File: config.mk
export PLATFORM = sky130hd
export DESIGN_NAME = ewsg_top
export DESIGN_NICKNAME = d
export VERILOG_FILES = /design/src/hw/ewsg_pkg.sv /design/src/hw/ewsg_top.sv /design/src/hw/ewsg_wait_counter.sv
export SDC_FILE = /design/constraint.sdc
export NUM_CORES = 1
export LEC_CHECK = 0
export BUFFER_PORTS_ARGS = -buffer_cell sky130_fd_sc_hd__buf_2
export CORE_ASPECT_RATIO = 0.9
export CORE_MARGIN = 2
export CORE_UTILIZATION = 53
export CTS_BUF_LIST = sky130_fd_sc_hd__clkbuf_16
export CTS_CLUSTER_DIAMETER = 40
export DETAILED_ROUTE_END_ITERATION = 12
export GPL_ROUTABILITY_DRIVEN = 1
export PLACE_DENSITY_LB_ADDON = 0.08
export SLEW_MARGIN = 20
export SYNTH_ARGS = -nofsm -noshare
export SYNTH_HDL_FRONTEND = slang
export SYNTH_SLANG_ARGS = --single-unit
File: constraint.sdc
create_clock -name clk_sys -period 8.2 [get_ports clk_sys]
set_clock_uncertainty 0.15 [all_clocks]
set_input_delay 0.82 -clock clk_sys [delete_from_list [all_inputs] [get_ports clk_sys]]
set_output_delay 0.82 -clock clk_sys [all_outputs]
set_load 0.05 [all_outputs]
File: src/hw/ewsg_pkg.sv
// Constants and types for the external bus wait-state generator
package ewsg_pkg;

  // Register word addresses in data space
  localparam logic [15:0] EWSG_CFG_ADDR    = 16'h0028;
  localparam logic [15:0] EWSG_CTRL_ADDR   = 16'h002B;

  // Reset values
  localparam logic [15:0] EWSG_CFG_RESET   = 16'h7FFF;
  localparam logic [15:0] EWSG_CTRL_RESET  = 16'h0000;

  // Register and field geometry
  localparam int          EWSG_REG_W       = 16;
  localparam int          EWSG_FLD_W       = 3;
  localparam int          EWSG_CNT_W       = 5;
  localparam int          EWSG_FLD_PROG_LO = 0;
  localparam int          EWSG_FLD_PROG_HI = 3;
  localparam int          EWSG_FLD_DATA_LO = 6;
  localparam int          EWSG_FLD_DATA_HI = 9;
  localparam int          EWSG_FLD_IO      = 12;
  localparam int          EWSG_XPA_BIT     = 15;
  localparam int          EWSG_DBL_BIT     = 0;

  // Address bits that split program and data space in halves
  localparam int          EWSG_HALF_BIT    = 15;
  localparam int          EWSG_XHALF_BIT   = 22;
  localparam int          EWSG_ADDR_W      = 23;

  // Least software count at which the ready pin is heeded
  localparam logic [2:0]  EWSG_HW_RDY_MIN  = 3'h2;

  // Address space codes on the access port
  localparam logic [1:0]  EWSG_SP_PROG     = 2'h0;
  localparam logic [1:0]  EWSG_SP_DATA     = 2'h1;
  localparam logic [1:0]  EWSG_SP_IO       = 2'h2;

  typedef enum logic [1:0] {
    EWSG_IDLE,
    EWSG_COUNT,
    EWSG_HOLD
  } ewsg_state_t;

  typedef struct packed {
    ewsg_state_t              st;
    logic [EWSG_REG_W-1:0]    cfg;
    logic                     dbl;
    logic [EWSG_REG_W-1:0]    rdata;
    logic                     cpu_wait;
    logic                     done;
    logic                     clk_en;
    logic                     hw_ok;
  } ewsg_top_state_t;

  typedef struct packed {
    logic [EWSG_CNT_W-1:0]    cnt;
  } ewsg_cnt_state_t;

endpackage

File: src/hw/ewsg_top.sv
// Wait-state generator for the external program, data and I/O bus
//
// Operation
// - stretch each read by up to 7 cycles, 14 when doubled, a write by one more
// - with every field zero the counter logic is clock-gated off except while a write is presented or counting
// - 16-bit configuration register at data address 0028h
// - five regions: two program halves, two data halves, all of I/O
// - field value is the number of wait states per access
// - fields: I/O 14-12, data 11-9 and 8-6, program 5-3 and 2-0
// - bit 15 moves program halves to 4M-word ranges on extended parts
// - doubler bit multiplies every field count by two, before the write cycle is added
// - doubler lives in a control register at data address 002Bh
// - decoded access loads field; nonzero raises not-ready, counter starts
// - not-ready holds until count is zero and ready is high
// - CPU stall combines counter ready with external ready
// - ready pin sampled once per machine cycle
// - ready heeded only at two or more counts, in the last wait cycle
// - reset loads every field with 111b, register value 7FFFh
// - read costs count plus one cycles, write one cycle more
// - without extended addressing bit 15 is read-only zero
`timescale 1ns/1ps
`default_nettype none
module ewsg_top
  import ewsg_pkg::*;
#(
  parameter bit HAS_XPA     = 1'b1,
  parameter bit HAS_DOUBLER = 1'b1,
  parameter int ADDR_W      = ewsg_pkg::EWSG_ADDR_W
) (
  input  wire logic              clk_sys,
  input  wire logic              rst_n,
  input  wire logic [15:0]       reg_addr,
  input  wire logic [15:0]       reg_wdata,
  input  wire logic              reg_wr,
  input  wire logic              reg_rd,
  output logic      [15:0]       reg_rdata,
  input  wire logic              acc_req,
  input  wire logic [1:0]        acc_space,
  input  wire logic [ADDR_W-1:0] acc_addr,
  input  wire logic              acc_write,
  input  wire logic              ready_ext,
  output logic                   cpu_wait,
  output logic                   acc_done,
  output logic                   wsg_clk_en
);

  ewsg_top_state_t       s_r;
  ewsg_top_state_t       s_nxt;

  logic [EWSG_CNT_W-1:0] cnt_val;
  logic                  cnt_last;
  logic                  cnt_load;
  logic [EWSG_CNT_W-1:0] cnt_load_val;
  logic                  cnt_run;

  logic [2:0]            sel_fld;
  logic [EWSG_CNT_W-1:0] eff_cnt;
  logic                  prog_upper;
  logic                  data_upper;
  logic                  cfg_hit;
  logic                  ctrl_hit;
  logic                  any_nonzero;
  logic                  finish;

  if (ADDR_W < EWSG_ADDR_W) begin : g_bad_addr
    $error("ewsg_top: ADDR_W too narrow for the extended program range");
  end

  // Field extraction, used for decode and for the gating test
  function automatic logic [2:0] fld(input logic [15:0] cfg, input int pos);
    fld = cfg[pos +: EWSG_FLD_W];
  endfunction

  // Writable mask of the configuration register
  function automatic logic [15:0] cfg_mask(input bit extended_program_range_select);
    cfg_mask = extended_program_range_select ? 16'hFFFF : 16'h7FFF;
  endfunction

  ewsg_wait_counter #(
    .CNT_W    (EWSG_CNT_W)
  ) u_cnt (
    .clk_sys  (clk_sys),
    .rst_n    (rst_n),
    .run      (cnt_run),
    .load     (cnt_load),
    .load_val (cnt_load_val),
    .count    (cnt_val),
    .last     (cnt_last)
  );

  // Region decode for the pending access
  always_comb begin
    if (HAS_XPA && s_r.cfg[EWSG_XPA_BIT]) begin
      prog_upper = acc_addr[EWSG_XHALF_BIT];
    end else begin
      prog_upper = acc_addr[EWSG_HALF_BIT];
    end
    data_upper = acc_addr[EWSG_HALF_BIT];
    case (acc_space)
      EWSG_SP_PROG: begin
        sel_fld = prog_upper ? fld(s_r.cfg, EWSG_FLD_PROG_HI)
                             : fld(s_r.cfg, EWSG_FLD_PROG_LO);
      end
      EWSG_SP_DATA: begin
        sel_fld = data_upper ? fld(s_r.cfg, EWSG_FLD_DATA_HI)
                             : fld(s_r.cfg, EWSG_FLD_DATA_LO);
      end
      EWSG_SP_IO: begin
        sel_fld = fld(s_r.cfg, EWSG_FLD_IO);
      end
      default: begin
        sel_fld = fld(s_r.cfg, EWSG_FLD_IO);
      end
    endcase
  end

  // Effective count: field, doubled if asked, plus the write penalty
  always_comb begin
    eff_cnt = EWSG_CNT_W'(sel_fld);
    if (HAS_DOUBLER && s_r.dbl) begin
      eff_cnt = EWSG_CNT_W'({sel_fld, 1'b0});
    end
    if (acc_write) begin
      eff_cnt = eff_cnt + EWSG_CNT_W'(1);
    end
  end

  assign any_nonzero = (fld(s_r.cfg, EWSG_FLD_PROG_LO) != 3'h0)
                    || (fld(s_r.cfg, EWSG_FLD_PROG_HI) != 3'h0)
                    || (fld(s_r.cfg, EWSG_FLD_DATA_LO) != 3'h0)
                    || (fld(s_r.cfg, EWSG_FLD_DATA_HI) != 3'h0)
                    || (fld(s_r.cfg, EWSG_FLD_IO) != 3'h0);

  assign cfg_hit  = (reg_addr == EWSG_CFG_ADDR);
  assign ctrl_hit = HAS_DOUBLER && (reg_addr == EWSG_CTRL_ADDR);

  // Counter only steps while gated on; a write access with zero
  // fields still needs one cycle, so the gate also opens when busy.
  assign cnt_run  = s_r.clk_en && (s_r.st == EWSG_COUNT);

  always_comb begin
    s_nxt        = s_r;
    s_nxt.done   = 1'b0;
    s_nxt.rdata  = 16'h0000;
    cnt_load     = 1'b0;
    cnt_load_val = '0;
    finish       = 1'b0;

    // Register writes
    if (reg_wr && cfg_hit) begin
      // bit 15 read-only zero without extension
      s_nxt.cfg = reg_wdata & cfg_mask(HAS_XPA);
    end
    if (reg_wr && ctrl_hit) begin
      s_nxt.dbl = reg_wdata[EWSG_DBL_BIT];
    end

    // Register reads, data in the following cycle only
    if (reg_rd) begin
      if (cfg_hit) begin
        s_nxt.rdata = s_r.cfg & cfg_mask(HAS_XPA);
      end else if (ctrl_hit) begin
        s_nxt.rdata = {15'h0000, s_r.dbl};
      end
    end

    case (s_r.st)
      EWSG_IDLE: begin
        if (acc_req) begin
          // remember if ready pin is heeded
          s_nxt.hw_ok = (sel_fld >= EWSG_HW_RDY_MIN);
          if (eff_cnt != '0) begin
            cnt_load     = 1'b1;
            cnt_load_val = eff_cnt;
            s_nxt.st     = EWSG_COUNT;
            s_nxt.cpu_wait = 1'b1;
          end else begin
            s_nxt.done = 1'b1;
          end
        end
      end
      EWSG_COUNT: begin
        if (cnt_last || (cnt_val == '0)) begin
          // ready ignored before the last wait cycle
          if (s_r.hw_ok && !ready_ext) begin
            s_nxt.st = EWSG_HOLD;
          end else begin
            finish = 1'b1;
          end
        end
      end
      EWSG_HOLD: begin
        // release on zero count and ready high
        if (ready_ext) begin
          finish = 1'b1;
        end
      end
      default: begin
        s_nxt.st       = EWSG_IDLE;
        s_nxt.cpu_wait = 1'b0;
      end
    endcase

    if (finish) begin
      s_nxt.st       = EWSG_IDLE;
      s_nxt.cpu_wait = 1'b0;
      s_nxt.done     = 1'b1;
    end

    // gate counter clock when all fields are zero
    // A write only opens the gate while it is actually being presented
    s_nxt.clk_en = any_nonzero || (s_nxt.st != EWSG_IDLE) || (acc_req && acc_write);
  end

  always_ff @(posedge clk_sys) begin
    if (!rst_n) begin
      s_r.st       <= EWSG_IDLE;
      s_r.cfg      <= EWSG_CFG_RESET & cfg_mask(HAS_XPA);
      s_r.dbl      <= EWSG_CTRL_RESET[EWSG_DBL_BIT];
      s_r.rdata    <= 16'h0000;
      s_r.cpu_wait <= 1'b0;
      s_r.done     <= 1'b0;
      s_r.clk_en   <= 1'b1;
      s_r.hw_ok    <= 1'b0;
    end else begin
      s_r <= s_nxt;
    end
  end

  assign cpu_wait   = s_r.cpu_wait;
  assign acc_done   = s_r.done;
  assign reg_rdata  = s_r.rdata;
  assign wsg_clk_en = s_r.clk_en;

endmodule
`default_nettype wire

File: src/hw/ewsg_wait_counter.sv
// Down-counter for inserted wait states
`timescale 1ns/1ps
`default_nettype none
module ewsg_wait_counter
  import ewsg_pkg::*;
#(
  parameter int CNT_W = ewsg_pkg::EWSG_CNT_W
) (
  input  wire logic             clk_sys,
  input  wire logic             rst_n,
  input  wire logic             run,
  input  wire logic             load,
  input  wire logic [CNT_W-1:0] load_val,
  output logic      [CNT_W-1:0] count,
  output logic                  last
);

  logic [CNT_W-1:0] cnt_r;
  logic [CNT_W-1:0] cnt_nxt;

  if (CNT_W < 4) begin : g_bad_width
    $error("ewsg_wait_counter: CNT_W must hold a doubled count plus one");
  end

  always_comb begin
    cnt_nxt = cnt_r;
    if (load) begin
      cnt_nxt = load_val;
    end else if (run && (cnt_r != '0)) begin
      cnt_nxt = cnt_r - CNT_W'(1);
    end
  end

  always_ff @(posedge clk_sys) begin
    if (!rst_n) begin
      cnt_r <= '0;
    end else begin
      cnt_r <= cnt_nxt;
    end
  end

  assign count = cnt_r;
  assign last  = (cnt_r == CNT_W'(1));

endmodule
`default_nettype wire

== After elaboration in Yosys (flattened, before gate mapping) ==
Cells that the tools add are included.

* $add $sub $neg: 2
* Magnitude comparators: 1
* Equality and inequality tests: 8
* Muxes and demuxes: 32
* Bitwise gates (word level): 2
* Reduce and logical (&&, ||, !) cells: 31

{| class="wikitable"
|+ Operators with widths
! kind !! number
|-
| $eq 16x6->1 const B || 2
|-
| $mux 5 || 6
|-
| $mux 16 || 1
|-
| $reduce_bool 3->1 || 5
|-
| $mux 1 || 12
|-
| $mux 2 || 6
|-
| $reduce_bool 5->1 || 2
|-
| $logic_or 1x1->1 || 7
|-
| $logic_and 1x1->1 || 6
|-
| $mux 3 || 2
|-
| $pmux 2 s3 || 1
|-
| $pmux 3 s2 || 1
|-
| $add 5x1->5 const B || 1
|-
| $eq 5x1->1 const B || 1
|-
| $logic_not 5->1 || 1
|-
| $sub 5x1->5 const B || 1
|-
| $eq 2x1->1 const B || 2
|-
| $logic_not 2->1 || 2
|-
| $mux 4 || 1
|-
| $ne 2x2->1 const B || 2
|-
| $pmux 1 s2 || 2
|-
| $reduce_and 2->1 || 2
|-
| $reduce_bool 2->1 || 2
|-
| $reduce_or 2->1 || 2
|-
| 5 further kinds || 6
|}

* Flip-flop bits (word level): 44
* Output and inout bits: 19
* Word-level logic and storage cells: 85

== Depth between registers and ports, before layout ==
* Word-level depth: 14
* Mapped depth: 15
* Depth with buffers taken out: 13

== Hierarchy ==
From an unflattened synthesis, not the netlist that was laid out.

* Cell total of the unflattened synthesis: 263
* Area, all modules: 2,327.2 um^2

{| class="wikitable"
|+ Modules (own cells, without submodules)
! module !! times used !! cells an instance !! area an instance (um^2) !! sequential area each (um^2)
|-
| ewsg_top || 1 || 223 || 2,009.4 || 780.7
|-
| ewsg_wait_counter || 1 || 40 || 317.8 || 100.1
|}

== Worst setup path before layout ==
OpenSTA, ideal clock, no wires.

* Path type: input -> register
* Start: input port acc_space[0]
* End: register s_r, in the netlist wsg_clk_en
* Setup time: 0.127 ns
* Arrival time: 3.201 ns
* Required time: 7.923 ns
* Path slack: 4.722 ns
* Cell stages on the path: 14
* Path through: clkbuf_1 > and2b_2 > a21oi_1 > nand2_1 > a21oi_1 > ha_1 > nor3b_1 > nand3_1 > a21oi_1 > o22ai_2 > nor2b_4 > buf_6 > nor4_2 > o21ai_1

* Cells in the longest elaborated chain, start to end: 13
* Elaborated cells on any way between the ends: 14

{| class="wikitable"
|+ RTL lines
! item !! RTL line !! RTL
|-
| start, declared || ewsg_top.sv:38 || <nowiki>input wire logic [1:0] acc_space,</nowiki>
|-
| $eq 2x1->1 / $logic_not 2->1 (equally long branches) || ewsg_top.sv:99 || <nowiki>case (acc_space)</nowiki>
|-
| $pmux 3 s2 (*) || ewsg_top.sv:99 ||
|-
| $mux 4 (*) || ewsg_top.sv:120 || <nowiki>if (HAS_DOUBLER && s_r.dbl) begin</nowiki>
|-
| $add 5x1->5 || ewsg_top.sv:124 || <nowiki>eff_cnt = eff_cnt + EWSG_CNT_W'(1);</nowiki>
|-
| $mux 5 (*) || ewsg_top.sv:123 || <nowiki>if (acc_write) begin</nowiki>
|-
| $reduce_bool 5->1 (*) || ewsg_top.sv:172 || <nowiki>if (eff_cnt != '0) begin</nowiki>
|-
| $mux 2 (*) || ewsg_top.sv:172 ||
|-
| $mux 2 (*) || ewsg_top.sv:169 || <nowiki>if (acc_req) begin</nowiki>
|-
| $pmux 2 s3 (*) || ewsg_top.sv:167 || <nowiki>case (s_r.st)</nowiki>
|-
| $mux 2 (*) || ewsg_top.sv:204 || <nowiki>if (finish) begin</nowiki>
|-
| $reduce_bool 2->1 (*) || ewsg_top.sv:212 || <nowiki>s_nxt.clk_en = any_nonzero || (s_nxt.st != EWSG_IDLE) || (acc_req && acc_write);</nowiki>
|-
| $logic_or 1x1->1 (*) (2 in a row) || ewsg_top.sv:212 ||
|-
| end signal, assigned || ewsg_top.sv:226 || <nowiki>s_r <= s_nxt;</nowiki>
|-
| end, declared || ewsg_top.sv:47 || <nowiki>ewsg_top_state_t s_r;</nowiki>
|}

Every way passes the cells marked *; elsewhere a longest branch is shown, timed or not.
A chain may end at the register's enable or synchronous reset.

== Final worst setup path ==
* Start: input port acc_addr[15]
* End: register s_r, in the netlist wsg_clk_en

* Cells in the longest elaborated chain, start to end: 14
* Elaborated cells on any way between the ends: 15

{| class="wikitable"
|+ RTL lines
! item !! RTL line !! RTL
|-
| start, declared || ewsg_top.sv:39 || <nowiki>input wire logic [ADDR_W-1:0] acc_addr,</nowiki>
|-
| $mux 1 || ewsg_top.sv:93 || <nowiki>if (HAS_XPA && s_r.cfg[EWSG_XPA_BIT]) begin</nowiki>
|-
| $mux 3 || ewsg_top.sv:101 || <nowiki>sel_fld = prog_upper ? fld(s_r.cfg, EWSG_FLD_PROG_HI)</nowiki>
|-
| $pmux 3 s2 (*) || ewsg_top.sv:99 ||
|-
| $mux 4 (*) || ewsg_top.sv:120 ||
|-
| $add 5x1->5 || ewsg_top.sv:124 ||
|-
| $mux 5 (*) || ewsg_top.sv:123 ||
|-
| $reduce_bool 5->1 (*) || ewsg_top.sv:172 ||
|-
| $mux 2 (*) || ewsg_top.sv:172 ||
|-
| $mux 2 (*) || ewsg_top.sv:169 ||
|-
| $pmux 2 s3 (*) || ewsg_top.sv:167 ||
|-
| $mux 2 (*) || ewsg_top.sv:204 ||
|-
| $reduce_bool 2->1 (*) || ewsg_top.sv:212 ||
|-
| $logic_or 1x1->1 (*) (2 in a row) || ewsg_top.sv:212 ||
|}

Marks and branches as above.

==> metrics <==
routability cong. 0.8809; Core Util, Final 63.51%; drt drc 0; first-pass GRT wire length 8.017 mm; pin count of the biggest net entering global routing 29; Fmax approximately 0.28 GHz; crit end category flop; Power Density between 150 and 200 mW/mm^2; cells after synthesis 270; crit-path max FO 8; number of enable flip-flop cells after synthesis 0; flops & latches, synth 44; sequential-to-total area share from yosys stat 38.60%; fin nets 382; Longest Clk Path Bufs 2; First-pass DRT Iterations 4; DR vias/cell approximately 5.4; full die area 0.004848 mm^2; crit path kind in -> reg; Hold Crit Class reg -> reg; final hold vios 0; post-route ant nets 0; Setup Viol. Count Final 0; H-tree Lvls 2; RSZ-0062 raised after global routing no; most frequent cells in the layout buf_2 (61), nand2_1 (46), dfxtp_1 (44), nand3_1 (20), and2_1 (17); synth warn 0; worst-margin pin slew 1038 ps; Final HPWL DP 3.407 mm; share of cells above drive strength 1 around a quarter; Synth async-reset ratio 0%; vias in the first global route 1889; initial antenna violation count 0; worst-skew pair later-pin latency 280 ps; Netlist cell types 54; total gr overflow 0; Die H 66.25 um; Tmin final 3618 ps; syn_area_per_cell 8.453 um^2; worst endpoint required time 8200 ps; Layout area overhead 14.14%; initial drt markers ~100; DIE WIDTH approximately 73 um; GRT Resource Usage Total 20.84%; Via Count 1959; commonest non-fill, non-tap cell in the layout buf_2; synth top area cells dfxtp_1 (39%), nand2_1 (7.6%), buf_4 (5.3%); max_cap viols 0; area leader, netlist dfxtp_1; Core Box Area just over 0.004 mm^2; CP Launch Type input port; I/O pins 83; diode count 0; status finished clean; PostCTS Resize Cnt 0; Tcrit/Tclk final 44.12%; setup TNS 0 ps; Slew Viols, Final 0; Peak VDD IR 0.1287 mV; clock sink count 44; Post-Layout Cell Count 360; CTS root buffer clkbuf_16; overall power approximately 0.48 mW; Post CTS Setup Buffer Count 0; wire length per cell between 10 and 15 um; Leakage between 1 and 1.5 nW; FP Rows 22; Inst Count DP 352; post-synthesis cell area 0.002282 mm^2; WL final 4.558 mm; ys flop type dfxtp_1; clk slew on worst S/H paths 60 ps; starting density of the core 55.64%; Slew HR 30.44%; number of CTS-inserted buffers 5; # port buffers a little over 60; hold_buf cts 0; Mapped Nets 341; share of the synthesized area in the top cell type 38.60%; crit path DAT around 3600 ps; TritonCTS clock tree built
power breakdown:
part | switching (mW) | internal, mW
clock network | 0.0781 | 0.112
logic | 0.0362 | 0.0293
registers | 0.00407 | 0.219
total | 0.118 | 0.360
per-layer routing:
layer  GRT usage (%)  up-vias  routed length (um)
li1                -      998                   -
met1           28.38      898                2354
met2           33.56       60                1903
met3           5.335        3                 280
met4           3.472        0                  19
met5               0        -                   0
cell usage after synthesis (all sizes together), types with 2 or more instances:
master	n
dfxtp	44
nor4b	2
o21ai	4
and2b	2
a31oi	2
nand2	46
nor3b	2
nand3	20
a221oi	2
nand2b	4
nor4	7
clkbuf	7
inv	8
nor2b	2
buf	20
a22o	2
a21oi	10
nor2	16
o211ai	2
o31ai	2
ha	7
xnor2	3
and2	18
nor3	10
o21a	2
mux2i	8
o22ai	2
nand4	2
mux2	2
area by class of cell:
cell class	instances	area, um^2
fillers	367	1496
multi-input cells	191	1185
flip-flops and latches	44	880.8
repair buffers	61	305.3
clock buffers	5	125.1
well taps	48	60.06
inverters	8	30.03
clock inverters	3	18.77
registers in the layout, indices dropped and copies added (netlist names):
name / flops
cpu_wait: 1
acc_done: 1
reg_rdata: 16
wsg_clk_en: 1
s_r: 20
u_cnt.count: 5
through the flow:
step	setup WS, ps	area, um^2	hold slack [ps]
2_1_floorplan	4722	2282	282.5
3_3_place_gp	4287	2456	302.8
3_5_place_dp	4310	2461	326.7
4_1_cts	4584	2605	346.5
5_1_grt	4279	2605	368.8
6_report	4582	2605	338.0
cells by family after synthesis:
group	Yosys count	share of synthesized area, %
buf+inv	35	9.704
fa+ha+maj	7	3.838
xor+xnor	4	1.535
mux	10	4.660
compound gates	37	12.06
flops	44	38.60
simple gates	133	29.61
final timing paths:
path / slack [ps] / endpoint / start / cells after the start
worst max-delay path: 4580 / wsg_clk_en / acc_addr[15] / 14
worst min-delay path: 340 / cpu_wait / cpu_wait / 2
worst max register to register: 4820 / wsg_clk_en / s_r[36] / 13
worst min register to register: 340 / cpu_wait / cpu_wait / 2
critical path, cell delays in order:
cell and delay [ps]:
buf_2 140, mux2i_2 270, mux2i_1 260, a22o_1 300, nor2_1 70, a21oi_1 160, ha_1 260, nor3b_1 250
nand3_1 110, a21oi_1 270, o22ai_2 150, nor2b_4 190, nor4_2 270, o21ai_1 80
Note: power is estimated with default switching activity, not from simulation.
